## config.mk

```make
export PLATFORM = sky130hd
export DESIGN_NAME = serial_irq_slave
export DESIGN_NICKNAME = d
export VERILOG_FILES = /design/src/design/serirq_pkg.sv /design/src/design/serial_irq_slave.sv /design/src/design/irq_capture.sv
export SDC_FILE = /design/constraint.sdc
export NUM_CORES = 1
export LEC_CHECK = 0
export ABC_AREA = 1
export BUFFER_PORTS_ARGS = -buffer_cell sky130_fd_sc_hd__buf_2
export CAP_MARGIN = 40
export CORE_MARGIN = 2
export CORE_UTILIZATION = 40
export DETAILED_ROUTE_END_ITERATION = 6
export PLACE_DENSITY = 0.63
export SKIP_LAST_GASP = 1
export SLEW_MARGIN = 10
export SYNTH_ARGS = -nofsm -noshare
export SYNTH_HDL_FRONTEND = slang
export SYNTH_SLANG_ARGS = --single-unit
```

## constraint.sdc

```tcl
create_clock -name clk_sys -period 3.3 [get_ports clk_sys]
set_input_delay 0 -clock clk_sys [delete_from_list [all_inputs] [get_ports clk_sys]]
set_output_delay 0 -clock clk_sys [all_outputs]
set_load 0.03 [all_outputs]
```

## src/design/serirq_pkg.sv

```systemverilog
// constants and types shared by the serial interrupt slave
// assumes one bus clock; the serial line is resolved outside from oe and out
//
// Notes on behaviour
// - quiet request drives line low one clock, then releases, never high.
// - no start request while a serial cycle is active.
// - quiet mode: an undelivered level change raises a start request.
// - continuous mode: only host starts cycles; slave stays passive.
// - mode changes only in the stop frame; reset gives continuous.
// - slave measures every stop frame low width to pick next mode.
// - frame counting starts at rising edge ending the start pulse.
// - each data frame is sample, recovery, turn-around clocks.
// - sample clock drives low only when captured level is low.
// - recovery clock drives high only after driving low in sample.
// - turn-around clock always releases the line.
// - frame n sample falls 3n-1 clocks after start rising edge.
// - host stop: two low clocks quiet, three low clocks continuous.
// - new start no earlier than second clock after stop rising edge.
// - line driven and sampled only on rising clock edges.
// - line released during reset; reset gives continuous idle.
package serirq_pkg;

  // interrupt lines carried, numbered 1 to 15
  localparam int          IRQ_COUNT      = 15;
  // clocks per data frame
  localparam int          FRAME_LEN      = 3;
  // sample clock of frame 1, counted from the start rising edge
  localparam int          FIRST_SAMPLE   = 2;
  // frame counter width and its saturation value
  localparam int          CNT_W          = 6;
  localparam logic [5:0]  CNT_ONE        = 6'h01;
  localparam logic [5:0]  CNT_MAX        = 6'h3f;
  // consecutive low clocks seen on the line
  localparam logic [2:0]  LOW_ZERO       = 3'h0;
  localparam logic [2:0]  LOW_ONE        = 3'h1;
  localparam logic [2:0]  LOW_MAX        = 3'h7;
  // stop widths: two selects quiet, three or more continuous
  localparam logic [2:0]  STOP_QUIET_LOW = 3'h2;
  localparam logic [2:0]  STOP_CONT_LOW  = 3'h3;
  // reset values
  localparam logic        MODE_RESET     = 1'b0;  // continuous
  localparam logic        LEVEL_RESET    = 1'b1;  // lines read as inactive high

  // cycle tracking states
  typedef enum logic [1:0] {
    ST_IDLE,
    ST_START,
    ST_FRAMES,
    ST_HOLD
  } state_t;

endpackage : serirq_pkg

```

## src/design/serial_irq_slave.sv

```systemverilog
// serial interrupt slave: reports fifteen levels over the shared line
// assumes serirq_in is the resolved line level, synchronous to clk_sys,
// and that the host runs start and stop frames as the protocol defines
module serial_irq_slave (
  input  wire logic        clk_sys,       // bus clock, rising edges only
  input  wire logic        resetn,        // bus reset, active low, async
  input  wire logic [15:1] irq_level,     // internal interrupt levels
  input  wire logic        serirq_in,     // level seen on the serial line
  output logic             serirq_out,    // value driven when enabled
  output logic             serirq_oe,     // high while driving the line
  output logic             quiet_mode,    // mode of the current cycle
  output logic             cycle_active   // start to stop frame in progress
);

  // reset synchroniser
  logic                 rst_meta_reg;
  logic                 rst_n_reg;
  // captured levels
  logic [15:1]          lvl;
  logic [15:1]          chg;
  // cycle tracking
  serirq_pkg::state_t   state_reg;
  serirq_pkg::state_t   state_next;
  logic [5:0]           cnt_reg;
  logic [5:0]           cnt_next;
  logic [2:0]           low_run_reg;
  logic [2:0]           low_run_next;
  logic                 stop_seen;
  logic                 stop_quiet;
  logic                 mode_quiet_reg;
  // line drive
  logic                 oe_reg;
  logic                 oe_next;
  logic                 out_reg;
  logic                 out_next;
  logic                 req_drive_reg;
  logic                 req_next;
  logic                 drove_low_reg;
  logic                 drove_low_next;
  logic                 active_reg;
  // pending changes
  logic [15:1]          pend_reg;
  logic [15:1]          pend_clr;

  // sample clock of the frame carrying interrupt k
  function automatic logic [5:0] slot_of(input int k);
    slot_of = 6'(serirq_pkg::FRAME_LEN * k + serirq_pkg::FIRST_SAMPLE);
  endfunction : slot_of

  // reset asserts at once, releases after two edges
  always_ff @(posedge clk_sys or negedge resetn) begin
    if (!resetn) begin
      rst_meta_reg <= 1'b0;
      rst_n_reg    <= 1'b0;
    end else begin
      rst_meta_reg <= 1'b1;
      rst_n_reg    <= rst_meta_reg;
    end
  end

  // per-line capture
  irq_capture #(
    .WIDTH       (serirq_pkg::IRQ_COUNT),
    .RESET_LEVEL (serirq_pkg::LEVEL_RESET)
  ) u_capture (
    .clk_sys (clk_sys),
    .rst_n   (rst_n_reg),
    .irq_in  (irq_level),
    .level   (lvl),
    .changed (chg)
  );

  // cycle tracking from the sampled line
  always_comb begin
    state_next   = state_reg;
    cnt_next     = cnt_reg;
    low_run_next = low_run_reg;
    stop_seen    = 1'b0;
    stop_quiet   = 1'b0;
    case (state_reg)
      serirq_pkg::ST_IDLE: begin
        if (!serirq_in) begin
          state_next = serirq_pkg::ST_START;
        end
      end
      serirq_pkg::ST_HOLD: begin
        // one clock after the stop rising edge
        if (!serirq_in) begin
          state_next = serirq_pkg::ST_START;
        end else begin
          state_next = serirq_pkg::ST_IDLE;
        end
      end
      serirq_pkg::ST_START: begin
        // the host stretches the pulse; wait for its rising edge
        if (serirq_in) begin
          state_next   = serirq_pkg::ST_FRAMES;
          cnt_next     = serirq_pkg::CNT_ONE;
          low_run_next = serirq_pkg::LOW_ZERO;
        end
      end
      serirq_pkg::ST_FRAMES: begin
        if (cnt_reg != serirq_pkg::CNT_MAX) begin
          cnt_next = cnt_reg + serirq_pkg::CNT_ONE;
        end
        if (!serirq_in) begin
          if (low_run_reg != serirq_pkg::LOW_MAX) begin
            low_run_next = low_run_reg + serirq_pkg::LOW_ONE;
          end
        end else begin
          low_run_next = serirq_pkg::LOW_ZERO;
          // data frames are one clock low; two or more is a stop
          if (low_run_reg >= serirq_pkg::STOP_QUIET_LOW) begin
            stop_seen  = 1'b1;
            stop_quiet = (low_run_reg == serirq_pkg::STOP_QUIET_LOW);
            state_next = serirq_pkg::ST_HOLD;
          end
        end
      end
      default: begin
        state_next = serirq_pkg::ST_IDLE;
      end
    endcase
  end

  // state registers
  always_ff @(posedge clk_sys or negedge rst_n_reg) begin
    if (!rst_n_reg) begin
      state_reg   <= serirq_pkg::ST_IDLE;
      cnt_reg     <= 6'h00;
      low_run_reg <= 3'h0;
    end else begin
      state_reg   <= state_next;
      cnt_reg     <= cnt_next;
      low_run_reg <= low_run_next;
    end
  end

  // mode register, updated only by a stop frame
  always_ff @(posedge clk_sys or negedge rst_n_reg) begin
    if (!rst_n_reg) begin
      mode_quiet_reg <= serirq_pkg::MODE_RESET;
    end else if (stop_seen) begin
      mode_quiet_reg <= stop_quiet;
    end
  end

  // line drive for the coming clock
  always_comb begin
    oe_next  = 1'b0;
    out_next = 1'b1;
    req_next = 1'b0;
    if (state_next == serirq_pkg::ST_FRAMES) begin
      if (drove_low_reg) begin
        oe_next  = 1'b1;
        out_next = 1'b1;
      end else begin
        for (int k = 1; k <= serirq_pkg::IRQ_COUNT; k++) begin
          if ((cnt_next == slot_of(k)) && !lvl[k]) begin
            oe_next  = 1'b1;
            out_next = 1'b0;
          end
        end
      end
    end else if ((state_reg == serirq_pkg::ST_IDLE) &&
                 (state_next == serirq_pkg::ST_IDLE) &&
                 mode_quiet_reg && (|pend_reg) && !req_drive_reg) begin
      req_next = 1'b1;
      oe_next  = 1'b1;
      out_next = 1'b0;
    end
    drove_low_next = (state_next == serirq_pkg::ST_FRAMES) && oe_next && !out_next;
  end

  // drive registers; turn-around falls out as release
  always_ff @(posedge clk_sys or negedge rst_n_reg) begin
    if (!rst_n_reg) begin
      oe_reg        <= 1'b0;
      out_reg       <= 1'b1;
      req_drive_reg <= 1'b0;
      drove_low_reg <= 1'b0;
    end else begin
      oe_reg        <= oe_next;
      out_reg       <= out_next;
      req_drive_reg <= req_next;
      drove_low_reg <= drove_low_next;
    end
  end

  // frames whose sample clock comes at the next edge
  always_comb begin
    pend_clr = '0;
    for (int k = 1; k <= serirq_pkg::IRQ_COUNT; k++) begin
      pend_clr[k] = (state_next == serirq_pkg::ST_FRAMES) && (cnt_next == slot_of(k));
    end
  end

  // changes not yet delivered; a new change wins over delivery
  always_ff @(posedge clk_sys or negedge rst_n_reg) begin
    if (!rst_n_reg) begin
      pend_reg <= '0;
    end else begin
      pend_reg <= (pend_reg & ~pend_clr) | chg;
    end
  end

  // status of the current cycle
  always_ff @(posedge clk_sys or negedge rst_n_reg) begin
    if (!rst_n_reg) begin
      active_reg <= 1'b0;
    end else begin
      active_reg <= (state_next == serirq_pkg::ST_START) ||
                    (state_next == serirq_pkg::ST_FRAMES);
    end
  end

  assign serirq_out   = out_reg;
  assign serirq_oe    = oe_reg;
  assign quiet_mode   = mode_quiet_reg;
  assign cycle_active = active_reg;

  // a start request lasts one clock and is then released
  start_one_clk_a: assert property (
    @(posedge clk_sys) disable iff (!rst_n_reg)
    req_drive_reg |-> !serirq_out ##1 (!req_drive_reg && !serirq_oe)
  ) else $error("start request not a single low clock");

  // a start request is only made from an idle line
  req_only_idle_a: assert property (
    @(posedge clk_sys) disable iff (!rst_n_reg)
    $rose(req_drive_reg) |-> $past(state_reg == serirq_pkg::ST_IDLE) && !active_reg
  ) else $error("start request during an active cycle");

  // no request in continuous mode
  cont_passive_a: assert property (
    @(posedge clk_sys) disable iff (!rst_n_reg)
    req_drive_reg |-> mode_quiet_reg
  ) else $error("start request in continuous mode");

  // pending change in quiet mode on an idle line raises a request
  quiet_request_a: assert property (
    @(posedge clk_sys) disable iff (!rst_n_reg)
    (state_reg == serirq_pkg::ST_IDLE) && serirq_in && mode_quiet_reg &&
    (|pend_reg) && !req_drive_reg |=> req_drive_reg && serirq_oe
  ) else $error("pending change did not raise a request");

  // mode only changes right after a stop frame
  mode_at_stop_a: assert property (
    @(posedge clk_sys) disable iff (!rst_n_reg)
    $changed(mode_quiet_reg) |-> state_reg == serirq_pkg::ST_HOLD
  ) else $error("mode changed outside a stop frame");

  // two low clocks select quiet, three continuous
  stop_quiet_a: assert property (
    @(posedge clk_sys) disable iff (!rst_n_reg)
    (state_reg == serirq_pkg::ST_FRAMES) && serirq_in &&
    (low_run_reg == serirq_pkg::STOP_QUIET_LOW) |=> mode_quiet_reg
  ) else $error("two clock stop did not select quiet");

  stop_cont_a: assert property (
    @(posedge clk_sys) disable iff (!rst_n_reg)
    (state_reg == serirq_pkg::ST_FRAMES) && serirq_in &&
    (low_run_reg == serirq_pkg::STOP_CONT_LOW) |=> !mode_quiet_reg
  ) else $error("three clock stop did not select continuous");

  // counting starts on the rising edge of the start pulse
  count_start_a: assert property (
    @(posedge clk_sys) disable iff (!rst_n_reg)
    (state_reg == serirq_pkg::ST_START) && serirq_in |=>
    (state_reg == serirq_pkg::ST_FRAMES) && (cnt_reg == 6'h01)
  ) else $error("frame count did not start at the rising edge");

  // low, then high, then released
  frame_phases_a: assert property (
    @(posedge clk_sys) disable iff (!rst_n_reg)
    (state_reg == serirq_pkg::ST_FRAMES) && serirq_oe && !serirq_out &&
    (state_next == serirq_pkg::ST_FRAMES) |=> serirq_oe && serirq_out ##1 !serirq_oe
  ) else $error("recovery or turn-around clock wrong");

  // recovery high only after own sample low
  recovery_cause_a: assert property (
    @(posedge clk_sys) disable iff (!rst_n_reg)
    serirq_oe && serirq_out |-> $past(serirq_oe) && !$past(serirq_out)
  ) else $error("line driven high without a preceding low");

  // low drive in frames only on sample clocks 5 to 47
  sample_slot_a: assert property (
    @(posedge clk_sys) disable iff (!rst_n_reg)
    (state_reg == serirq_pkg::ST_FRAMES) && serirq_oe && !serirq_out |->
    ((cnt_reg % serirq_pkg::FRAME_LEN) == serirq_pkg::FIRST_SAMPLE) &&
    (cnt_reg >= slot_of(1)) && (cnt_reg <= slot_of(serirq_pkg::IRQ_COUNT))
  ) else $error("low drive outside a sample clock");

  // interrupt 1 sampled at clock 5 from its captured level
  irq1_sample_a: assert property (
    @(posedge clk_sys) disable iff (!rst_n_reg)
    (state_reg == serirq_pkg::ST_FRAMES) && (cnt_reg == slot_of(1)) |->
    (serirq_oe == !$past(lvl[1])) && (!serirq_oe || !serirq_out)
  ) else $error("interrupt 1 sample drive wrong");

  // no start within one clock of the stop rising edge
  stop_holdoff_a: assert property (
    @(posedge clk_sys) disable iff (!rst_n_reg)
    state_reg == serirq_pkg::ST_HOLD |-> !serirq_oe ##1 !serirq_oe
  ) else $error("line driven too soon after stop");

  // released throughout reset
  reset_release_a: assert property (
    @(posedge clk_sys) !rst_n_reg |-> !serirq_oe && !quiet_mode
  ) else $error("line driven during reset");

endmodule : serial_irq_slave

```

## src/design/irq_capture.sv

```systemverilog
// registers the interrupt levels and flags lines about to change
// assumes levels are synchronous to clk_sys
module irq_capture #(
  parameter int   WIDTH       = 15,
  parameter logic RESET_LEVEL = 1'b1
) (
  input  wire logic             clk_sys,  // bus clock
  input  wire logic             rst_n,    // synchronised reset, active low
  input  wire logic [WIDTH-1:0] irq_in,   // live levels
  output logic      [WIDTH-1:0] level,    // last captured levels
  output logic      [WIDTH-1:0] changed   // level differs from capture
);

  logic [WIDTH-1:0] level_reg;

  // capture every clock
  always_ff @(posedge clk_sys or negedge rst_n) begin
    if (!rst_n) begin
      level_reg <= {WIDTH{RESET_LEVEL}};
    end else begin
      level_reg <= irq_in;
    end
  end

  // change about to be captured at the coming edge
  assign level   = level_reg;
  assign changed = irq_in ^ level_reg;

endmodule : irq_capture

```

==> Word-level counts from Yosys, hierarchy flattened <==
Cells that the tools add are included.
{ "totals": {"output_inout_bits": 4, "word_cells": 160, "register_bits": 49, "input_bits": 18} }
{ "op_classes": {"bitwise_logic": 4, "n_eq_ne": 25, "magnitude_cmp": 1, "reduce_logical": 59, "muxes": 56, "addsub": 2} }
{ "ops": {"columns": ["op", "n"], "rows": [
  ["1-bit 2-to-1 mux", 44],
  ["6-bit == test (second input constant)", 6],
  ["1-bit logical AND", 36],
  ["6-bit by 5-bit == test with 1-bit output (second input constant)", 5],
  ["6-bit by 4-bit == test with 1-bit output (second input constant)", 3],
  ["1-bit zero test", 17],
  ["15-bit AND", 1],
  ["15-bit inverter", 1],
  ["15-bit OR", 1],
  ["15-bit OR reduction", 1],
  ["15-bit bitwise XOR", 1],
  ["6-bit 2-to-1 mux", 2],
  ["6-bit case mux with 2 select lines", 1],
  ["3-bit 2-to-1 mux", 3],
  ["2-bit 2-to-1 mux", 4],
  ["2-bit case mux with 4 select lines", 1],
  ["6-bit by 1-bit adder with 6-bit output (second input constant)", 1],
  ["2-bit == test (second input constant)", 3],
  ["6-bit by 3-bit == test with 1-bit output (second input constant)", 1],
  ["3-bit inequality test (second input constant)", 2],
  ["6-bit inequality test (second input constant)", 1],
  ["3-bit case mux with 2 select lines", 1],
  ["2-bit by 1-bit == test with 1-bit output (second input constant)", 2],
  ["2-bit zero test", 2],
  ["7 further kinds", 7]
]} }

==> Logic depth before layout (Yosys ltp) <==
Gate-level depths: netlist of the first run.
{ "depth": {"ltp_word": 24, "mapped_depth": 19, "ltp_nobuf": 19} }

==> Hierarchy <==
From an unflattened synthesis of the first run, not the netlist that was laid out.
{ "unflattened": {"cells_unflattened": 367, "area_unflattened_um2": 2897.8} }
{ "modules_own_cells": {"columns": ["module", "seq_area_each_um2", "cells_per_inst", "instances", "area_each_um2"], "rows": [
  ["serial_irq_slave", 852.1, 277, 1, 2222.1],
  ["irq_capture", 394.1, 90, 1, 675.6]
]} }

==> Worst setup path before layout of the first run <==
Ideal clock, no wire load.
{ "synth_path": {"path_kind": "reg-to-reg", "start": "register state_reg[0]", "end": "register pend_reg[14] in the netlist's numbering", "setup_time_ns": 0.128, "period_less_slack_ns": 2.364, "n_path_buf": 2, "path_stages_with_launch": 13, "setup_slack_ns": 0.936, "arrival_time_ns": 2.236, "required_ns": 3.172, "path_cell_list": "dfrtp_1 > inv_1 > ha_1 > buf_2 > nand2_1 > nor2_1 > inv_1 > a21oi_1 > ha_1 > clkbuf_1 > inv_1 > nor4_1 > o21ai_0"} }
{ "synth_between": {"elab_cells_between_ends": 16, "classes_between": "5 x eq/ne; 6 x mux; 3 x bitwise; 2 x reduce/logical"} }
{ "synth_lines": {"columns": ["element", "line", "rtl"], "rows": [
  ["from (decl)", "serial_irq_slave.sv:22", "serirq_pkg::state_t state_reg;"],
  ["from (signal assigned)", "serial_irq_slave.sv:129", "state_reg <= serirq_pkg::ST_IDLE;"],
  ["from (signal assigned)", "serial_irq_slave.sv:133", "state_reg <= state_next;"],
  ["2-bit == test (tied with other cells)", "serial_irq_slave.sv:80", "case (state_reg)"],
  ["2-bit case mux with 4 select lines *", "serial_irq_slave.sv:80", null],
  ["net state_next[1]", "serial_irq_slave.sv:23", "serirq_pkg::state_t state_next;"],
  ["2-bit == test *", "serial_irq_slave.sv:194", "pend_clr[k] = (state_next == serirq_pkg::ST_FRAMES) && (cnt_next == slot_of(k));"],
  ["1-bit logical AND *", "serial_irq_slave.sv:194", null],
  ["15-bit inverter *", "serial_irq_slave.sv:203", "pend_reg <= (pend_reg & ~pend_clr) | chg;"],
  ["15-bit AND *", "serial_irq_slave.sv:203", null],
  ["15-bit OR *", "serial_irq_slave.sv:203", null],
  ["to (signal assigned)", "serial_irq_slave.sv:203", null],
  ["to (decl)", "serial_irq_slave.sv:42", "logic [15:1] pend_reg;"]
]} }
Mark *: on every way through the listed nets, which the timed path passes. The rest lies on a longest branch.
A chain may end at the register's enable or synchronous reset.

==> Worst setup path in the final report of the first run <==
Same ends and word-level chain as after synthesis.

==> summary.md, run 1 <==
| Metric | Value |
|---|---|
| Maxcap violations | 0 |
| Die width | 84.9 microns |
| Pwr/cell area | 528 nW/um^2 |
| Synthesized area | 2620 sq um |
| Die area | 7200 sq um |
| Clk pin slew, worst setup/hold paths | 80 ps |
| Routed Antenna Nets | 0 |
| Final Core Density | 0.485 |
| H-tree depth | 2 |
| Max Root-Sink Buffers | 2 |
| Grt ovf | 0 |
| Core Footprint | 6350 sq um |
| Worst Slack Setup Final | 550 ps |
| Final Hold Fails | 0 |
| Routed wire length per instance | 12.1 microns |
| First-pass GRT wire length | 9.52 mm |
| CTS tree | done |
| Clock Sinks | 49 |
| Die Span Y | 84.9 microns |
| Path category of the worst min-delay check | in2async |
| Area grow syn2layout | 17.6% |
| Max-Slew Margin vs Limit | 0.647 |
| DR iter-0 viols | 132 |
| Row count | 29 |
| Worst-path maximum fanout | 12 |
| Power, Total | 1.62 mW |
| Max Clock Skew | 4.75 ps |
| Total Neg Setup Slack | 0 ps |
| Max VDD drop | 0.000238 V |
| Placed Cells | 415 |
| Placement Setup Slack | 538 ps |
| CP required | 3480 ps |
| Kind of critical path | reg2reg |
| Register area share after synthesis | 0.476 |
| M1 wire length | 2.49 mm |
| Clk_lat worst skew | 300 ps |
| Nets | 390 |
| DR vias | 2079 |
| Post-Route WL | 5.31 mm |
| Initial antenna violation count | 0 |
| Vias in the first global route | 2160 |
| Layout cells sized above 1 | 0.191 |
| CTS buffer count | 5 |
| YS warnings | 0 |
| Synth Register Bits | 49 |
| Total track usage | 0.165 |
| Status | complete, no violations |
| DRT Pass-1 Iters | 4 |
| Setup crit end kind | flop |
| Peak Freq | 364 MHz |
| Largest net degree at the start of global routing | 26 |
| Crit path time final | 2750 ps |
| Cells after Synth | 318 |
| Library cell with the largest summed area after synthesis | dfrtp_1 |
| Register-to-Register Path Depth | 10 |
| Initial core utilization | 0.412 |
| Crit start category | flop |
| Synthesized Nets | 347 |
| Netlist cell types | 28 |
| Synth top area share | 0.316 |
| Finished Layout Cells | 439 |
| Residual DRC | 0 |
| Inserted Diodes | 0 |
| Vias/cell | 4.74 |
| Top Layer Used | met4 |
| Final setup viols | 0 |
| Synth top area cells | dfrtp_1 32%, dfstp_2 16%, nand2_1 10%, inv_1 6.0%, nand3_1 5.4% |
| PortBufs | 21 |
| RSZ-0062 raised after global routing | no |
| Final worst-path cycle share | 0.833 |
| Tightest Pin Transition | 529 ps |
| I/O pin count | 22 |
| Fillers | 594 |
| Crit path DAT | 2930 ps |
| WL met3 | 188 microns |
| Slew Limit Fails | 0 |
| Clock Tree Root | clkbuf_8 |
| Met2 routed WL | 2.56 mm |
| GP Congestion | 0.938 |
| DP Wirelength | 4.15 mm |
| Avg Inst Size Synth | 8.23 sq um |
| Lkg Pwr | 1.42 nW |
[report_power, final]
group,switching (mW),internal [mW]
Combinational,0.389,0.190
Sequential,0.0463,0.666
Clock,0.181,0.151
Total,0.617,1.01
[cell usage after synthesis]
library cell and number:
nand3_1 28, xnor2_1 15, o21ai_1 3, a21oi_1 7, a21oi_2 1, o22ai_1 3, o211ai_1 1, conb_1 1
inv_1 42, nor4_1 4, dfstp_2 16, ha_1 11, o21ai_0 11, clkbuf_1 1, buf_2 1, nor2_1 29
nand2_1 73, dfrtp_1 33, nor2_4 2, inv_2 6, nand4_1 8, nand2_2 9, nor3_1 1, nand3b_1 2
o21a_1 1, nand2_4 1, nor2_2 6, a211oi_1 2
[cells in the final DEF, fill, tap and decap left out, types with 6 or more instances in the layout]
cell type      synthesis  layout
nand2_1               73      73
nor2_2                 6       6
nor2_1                29      29
inv_2                  6       6
nand4_1                8       8
ha_1                  11      11
o21ai_0               11      11
dfrtp_1               33      32
inv_1                 42      42
nand3_1               28      28
dlygate4sd3_1          0      16
xnor2_1               15      15
dfstp_2               16      16
nand2_2                9       9
buf_2                  1      21
a21oi_1                7       7
[metrics by stage]
stage / hold WS [ps] / instance area (sq um)
final: 8.59 / 3080
after global routing: 19.0 / 3080
after CTS: 5.38 / 3080
after detailed placement: -213 / 2840
after global placement: -214 / 2810
after floorplan: -296 / 2620
[worst max-delay path, cell delays in order, from the launching register on]
cell and delay [ps]:
dfrtp_1 410, inv_1 150, ha_1 430, nand2_1 120, nor2_1 160, inv_1 70
a21oi_1 230, ha_1 400, inv_1 250, nor4_1 310, o21ai_0 100
[layer usage]
layer,GRT usage,vias to the layer above
li1,-,1090
met1,0.212,948
met2,0.286,35
met3,0.0253,6
met4,0.0563,0
met5,0,-
[cell families after synthesis]
kind of cell	count (synthesis)	share of synthesized area
and+or+nand+nor	163	0.285
adders and majority gates	11	0.0526
other	1	0.00143
AOI/OAI and AO/OA	29	0.0622
xor gates and xnor gates	15	0.0502
DFF	49	0.476
buffers and inverters	50	0.0722
[path summary, 6_finish.rpt]
path / from / end / slack, ps
hold / removal: resetn / rst_n_reg$_DFF_PN0_ / 9
max in group asynchronous: rst_n_reg$_DFF_PN0_ / serirq_out$_DFF_PN1_ / 2480
min in group clk_sys: serirq_in / quiet_mode$_DFFE_PN0P_ / 50
hold reg to reg: rst_n_reg$_DFF_PN0_ / pend_reg[9]$_DFF_PN0_ / 250
setup / recovery: state_reg[0]$_DFF_PN0_ / pend_reg[14]$_DFF_PN0_ / 550
setup reg to reg: state_reg[0]$_DFF_PN0_ / pend_reg[14]$_DFF_PN0_ / 550
[layout make-up]
| class | instances | area [sq um] | share of cell area |
|---|---|---|---|
| Clock buffer | 8 | 80.1 | 0.0260 |
| Inverter | 48 | 180 | 0.0585 |
| Multi-Input combinational cell | 219 | 1180 | 0.384 |
| Sequential cell | 49 | 1250 | 0.405 |
| Tap cell | 77 | 96.3 | 0.0313 |
| Timing Repair Buffer | 38 | 293 | 0.0951 |
[what timing repair did]
item | 4_1_cts | 5_1_grt
resized for setup | 0 | 0
endpoints found under the hold margin | 32 | 0
buffers inserted | 0 | 0
hold buffers | 16 | 0
Note: power is estimated with default switching activity, not from simulation.
==> run 2: changes to the inputs <==
Settings changed: PLACE_DENSITY 0.63 to 0.65.
Clock period 3.3 ns to 2.4 ns, I/O delays scaled along.
==> run 2 against run 1 <==
  * Fmax rose by 21%
  * Sequential power rose by 37%
  * Sequential share of layout area fell by 3.5 points
  * First-iteration DRC count fell by 42%
  * Setup slack got worse by 420 ps
  * Non-clock buffer count rose by 16
  * Flip-flop and latch count did not move
  * Clock-buffer cell count fell by 1
  * Largest cell class is now multi-input gates
==> summary.md, run 2 (synthesized netlist as in run 1, its figures left out) <==
| Metric | Value |
|---|---|
| Status | complete, no violations |
| Worst Slack Setup Final | 133 ps |
| Tightest Pin Transition | 601 ps |
| Placement Setup Slack | 8.72 ps |
| Nets | 406 |
| Max Root-Sink Buffers | 2 |
| Routed wire length per instance | 12.7 microns |
| WL met3 | 239 microns |
| M1 wire length | 2.51 mm |
| Final worst-path cycle share | 0.945 |
| Worst-path maximum fanout | 6 |
| Row count | 29 |
| Total track usage | 0.167 |
| Crit path time final | 2270 ps |
| Setup crit end kind | flop |
| DR vias | 2239 |
| Area grow syn2layout | 28.6% |
| Commonest non-fill, non-tap cell in the layout | nand2_1 |
| CTS buffer count | 5 |
| H-tree depth | 2 |
| Switch Pwr | 0.972 mW |
| Total Neg Setup Slack | 0 ps |
| Reg area | 1250 sq um |
| Grt ovf | 0 |
| Power, Total | 2.62 mW |
| Inserted Diodes | 0 |
| Die width | 84.9 microns |
| Layout cells sized above 1 | 0.283 |
| Clk pin slew, worst setup/hold paths | 90 ps |
| CP required | 2590 ps |
| CTS tree | done |
| Switching share of power | 0.371 |
| Placed cell area | 2880 sq um |
| Post-Route WL | 5.76 mm |
| DP Wirelength | 4.25 mm |
| Vias in the first global route | 2205 |
| Peak Freq | 441 MHz |
| Finished Layout Cells | 455 |
| Pwr/cell area | 778 nW/um^2 |
| Fillers | 568 |
| Crit path DAT | 2460 ps |
| Vias/cell | 4.92 |
| Core Footprint | 6350 sq um |
| Largest net degree at the start of global routing | 25 |
| Die Span Y | 84.9 microns |
| Fin area | 3370 sq um |
| Maxcap violations | 0 |
| Residual DRC | 0 |
| Slew Limit Fails | 0 |
| Die area | 7200 sq um |
| Lkg Pwr | 1.53 nW |
| Placed Cells | 422 |
| Clock Sinks | 49 |
| Max VDD drop | 0.000372 V |
| First-pass GRT wire length | 9.58 mm |
| Kind of critical path | reg2reg |
| Path category of the worst min-delay check | in2reg |
| Met2 routed WL | 2.86 mm |
| Final Hold Fails | 0 |
| GP Congestion | 0.950 |
| Clock share of power | 0.231 |
| Clk_lat worst skew | 300 ps |
| DR iter-0 viols | 77 |
| I/O pin count | 22 |
| Clock Tree Root | clkbuf_8 |
| Max Clock Skew | 11.3 ps |
| DRT Pass-1 Iters | 4 |
| Max-Slew Margin vs Limit | 0.596 |
| Routed Antenna Nets | 0 |
| RSZ-0062 raised after global routing | yes |
| Internal power | 1.65 mW |
| Final setup viols | 0 |
| Sequential power share | 0.372 |
| Area of the multi-input gates | 1300 sq um |
| Initial core utilization | 0.412 |
| PortBufs | 21 |
| Initial antenna violation count | 0 |
| Most frequent cells in the layout | 70 x nand2_1, 39 x inv_1, 32 x dfrtp_1 |
| Crit start category | flop |
| Share of total power in combinational logic | 0.397 |
| Top Layer Used | met4 |
## run 2: path summary, 6_finish.rpt
path                            depth (start not counted)                    from  slack, ps                            to
worst max-delay path                                   18  state_reg[0]$_DFF_PN0_        130           serirq_oe$_DFF_PN0_
worst min-delay path                                    3               serirq_in         50        quiet_mode$_DFFE_PN0P_
worst max register to register                         18  state_reg[0]$_DFF_PN0_        130           serirq_oe$_DFF_PN0_
worst min register to register                          0     rst_n_reg$_DFF_PN0_        250         pend_reg[6]$_DFF_PN0_
max in group asynchronous                               1     rst_n_reg$_DFF_PN0_       1580  u_capture.level[2]$_DFF_PN1_
min in group asynchronous                               0     rst_n_reg$_DFF_PN0_        250         pend_reg[6]$_DFF_PN0_
## run 2: what timing repair did
action / 4_1_cts / 5_1_grt
endpoints found under the setup margin: 1 / 9
resized for setup: 1 / 31
hold endpoints to repair: 32 / 0
buffers inserted: 0 / 8
hold buffers: 17 / 0
pin swaps: 0 / 13
cloned: 0 / 0
## run 2: power groups by stage
stage          combinational (mW)  clock [mW]  sequential [mW]
6_report                     1.04       0.605            0.975
3_5_place_dp                0.830           0            0.987
4_1_cts                     0.880       0.621            0.971
3_3_place_gp                0.819           0            0.985
5_1_grt                      1.16       0.650            0.987
2_1_floorplan               0.545           0             1.03
## run 2: metrics by stage
step | util | hold slack (ps)
4_1_cts | 0.501 | 45.6
6_report | 0.530 | 49.9
5_1_grt | 0.530 | 77.7
3_3_place_gp | 0.454 | -215
2_1_floorplan | - | -296
3_5_place_dp | 0.454 | -214
## run 2: cell type report
class / count / share of cell area
Clock buffer: 7 / 0.0257
Clock inverter: 1 / 0.00892
Inverter: 48 / 0.0550
Multi-Input combinational cell: 219 / 0.385
Sequential cell: 49 / 0.371
Tap cell: 77 / 0.0286
Timing Repair Buffer: 54 / 0.126
## run 2: routing by layer
layer | vias up | GRT usage
met2 | 69 | 0.292
met3 | 15 | 0.0302
met4 | 0 | 0.0736
li1 | 1121 | -
met5 | - | 0
met1 | 1034 | 0.201
## run 2: worst max-delay path: stages (launching register included)
cell and delay [ps]:
dfrtp_1 430, inv_2 150, ha_4 170, inv_1 60
nor2_1 110, nand2_1 80, nor2_2 130, inv_1 70
nand2_2 90, nor2_1 50, buf_4 160, nand4_1 90
nand2_1 50, nor2_1 150, nand2_1 90, nor2_2 120
nand2_1 60, nand2_1 50, nand2_1 40
==> run 3: changes to the inputs <==
--- a/config.mk
+++ b/config.mk
@@ -13,3 +13,3 @@
 export DETAILED_ROUTE_END_ITERATION = 6
-export PLACE_DENSITY = 0.65
+export PLACE_DENSITY = 0.63
 export SKIP_LAST_GASP = 1
==> constraint.sdc (replaced) <==
create_clock -name clk_sys -period 2.2 [get_ports clk_sys]
set_input_delay 0.33 -clock clk_sys [delete_from_list [all_inputs] [get_ports clk_sys]]
set_output_delay 0.33 -clock clk_sys [all_outputs]
set_load 0.03 [all_outputs]
==> run 3 against run 2 <==
  * Die area unchanged
  * Fmax up 3.2%
  * Clock skew up 2.4 ps
  * Sequential share of layout area up 0.38 points
  * Total power up 8.9%
  * Utilization down 0.53 points
  * Clock-buffer cell count down 2
  * Clock power down 13%
  * Non-clock buffer count down 10
  * Critical path depth down 2
  * Routed wire length down 0.83%
  * Critical endpoint unchanged
  * Largest power group unchanged
==> summary.md, run 3 (synthesized netlist as in run 1, its figures left out) <==
| Metric | Value |
|---|---|
| CP max stage delay | 400 ps |
| DR vias | 2161 |
| Grt ovf | 0 |
| Switching share of power | 0.401 |
| Most frequent cells in the layout | 68 x nand2_1, 38 x inv_1, 32 x dfrtp_1 |
| H-tree depth | 2 |
| Status | complete, no violations |
| Area grow syn2layout | 27.4% |
| Slowest cell on the critical path | dfrtp_1 |
| Die Span Y | 84.9 microns |
| Crit path time final | 2200 ps |
| Lkg Pwr | 1.50 nW |
| Total track usage | 0.165 |
| Share of total power in combinational logic | 0.444 |
| Switch Pwr | 1.14 mW |
| Slew Limit Fails | 0 |
| Max VDD drop | 0.000423 V |
| M1 wire length | 2.54 mm |
| Clk_lat worst skew | 300 ps |
| Largest net degree at the start of global routing | 26 |
| GP Congestion | 0.827 |
| I/O pin count | 22 |
| PortBufs | 21 |
| Die area | 7200 sq um |
| Crit start category | flop |
| Crit path DAT | 2410 ps |
| CP Cell Sequence | buf_4, ha_4, buf_4, buf_4, nand2_2, nand2_4, nand2_2, inv_4, nand3_1, nor2_1, nor2_1, nand2_1, nor2_2, nand2_1, nand2_1, nand2_1 |
| Post-Route WL | 5.71 mm |
| Max Root-Sink Buffers | 2 |
| DR iter-0 viols | 96 |
| Vias in the first global route | 2136 |
| Layout cells sized above 1 | 0.367 |
| Commonest non-fill, non-tap cell in the layout | nand2_1 |
| Max-Slew Margin vs Limit | 0.634 |
| Power, Total | 2.85 mW |
| Fillers | 598 |
| Max Clock Skew | 13.8 ps |
| Nets | 396 |
| WP buf/inv | 4 |
| Routed Antenna Nets | 0 |
| DP Wirelength | 4.19 mm |
| Final worst-path cycle share | 0.998 |
| Core Footprint | 6350 sq um |
| Peak Freq | 455 MHz |
| Path category of the worst min-delay check | in2reg |
| Die width | 84.9 microns |
| Clock share of power | 0.184 |
| Most used cell along the critical path | nand2_1 |
| Placed Cells | 431 |
| Initial antenna violation count | 0 |
| Internal power | 1.71 mW |
| CTS tree | done |
| Critical path's top delay family | simple AND/OR/NAND/NOR gates |
| Top Layer Used | met4 |
| Row count | 29 |
| RSZ-0062 raised after global routing | yes |
| Maxcap violations | 0 |
| Tightest Pin Transition | 550 ps |
| Clock Sinks | 49 |
| Met2 routed WL | 2.93 mm |
| Finished Layout Cells | 445 |
| Clock Tree Root | clkbuf_8 |
| DRT Pass-1 Iters | 4 |
| CTS buffer count | 5 |
| Setup crit end kind | flop |
| WL met3 | 137 microns |
| First-pass GRT wire length | 9.56 mm |
| Pwr/cell area | 856 nW/um^2 |
| Final Hold Fails | 0 |
| Inserted Diodes | 0 |
| Kind of critical path | reg2reg |
| Residual DRC | 0 |
| CP required | 2410 ps |
| Final setup viols | 0 |
| Initial core utilization | 0.412 |
| Vias/cell | 4.86 |
| Clk pin slew, worst setup/hold paths | 100 ps |
| Worst-path maximum fanout | 6 |
| Sequential power share | 0.372 |
| Routed wire length per instance | 12.8 microns |
run 3: cell types whose count changed in the layout (fill, tap and decap cells not counted), sizes merged:
cell,previous run,this run
dlygate4sd3,17,1
clkinv,0,2
clkinvlp,0,1
clkbuf,7,5
bufinv,1,0
buf,37,43
run 3: metal layers:
| metal | global-route usage | vias up |
|---|---|---|
| met5 | 0 | - |
| met4 | 0.0519 | 0 |
| met3 | 0.0243 | 10 |
| met2 | 0.286 | 28 |
| met1 | 0.213 | 1014 |
| li1 | - | 1109 |
run 3: final timing paths:
path,start,end,slack [ps],cells after the start
min,irq_level[14],u_capture.level[13]$_DFF_PN1_,130,1
max,state_reg[1]$_DFF_PN0_,serirq_oe$_DFF_PN0_,3,16
min in group asynchronous,rst_n_reg$_DFF_PN0_,quiet_mode$_DFFE_PN0P_,260,0
max in group asynchronous,rst_n_reg$_DFF_PN0_,u_capture.level[5]$_DFF_PN1_,1330,1
max reg2reg,state_reg[1]$_DFF_PN0_,serirq_oe$_DFF_PN0_,3,16
min reg2reg,rst_n_reg$_DFF_PN0_,quiet_mode$_DFFE_PN0P_,260,0
run 3: through the flow:
| step | hold WS (ps) | utilization | setup WS (ps) | setup TNS, ps | instance area (sq um) |
|---|---|---|---|---|---|
| after CTS | 122 | 0.492 | 3.23 | 0 | 3130 |
| after detailed placement | 117 | 0.465 | -105 | -255 | 2950 |
| final | 130 | 0.525 | 3.32 | 0 | 3330 |
| after global routing | 112 | 0.525 | -127 | -435 | 3330 |
| after global placement | 115 | 0.465 | -22.3 | -22.3 | 2950 |
| after floorplan | 34.4 | - | 44.8 | 0 | 2620 |
run 3: area by class of cell:
class,count,area [sq um],share of cell area
repair buffers,44,293,0.0879
well taps,77,96.3,0.0289
flip-flops and latches,49,1250,0.374
multi-input cells,219,1420,0.427
clock buffers,5,68.8,0.0207
inverters,48,188,0.0563
clock inverters,3,17.5,0.00526
run 3: timing repair:
action                                  4_1_cts  5_1_grt
endpoints found under the setup margin        8       19
endpoints found under the hold margin         2        0
gates resized for setup                      11       57
hold buffers                                  1        0
pin swaps                                     1       14
buffers inserted                              3        3
run 3: power groups by stage:
stage	combinational (mW)	clock, mW	sequential (mW)
after floorplan	0.603	0	1.12
after global placement	0.947	0	1.07
after detailed placement	0.950	0	1.07
after CTS	1.08	0.543	1.05
after global routing	1.40	0.585	1.07
final	1.27	0.526	1.06
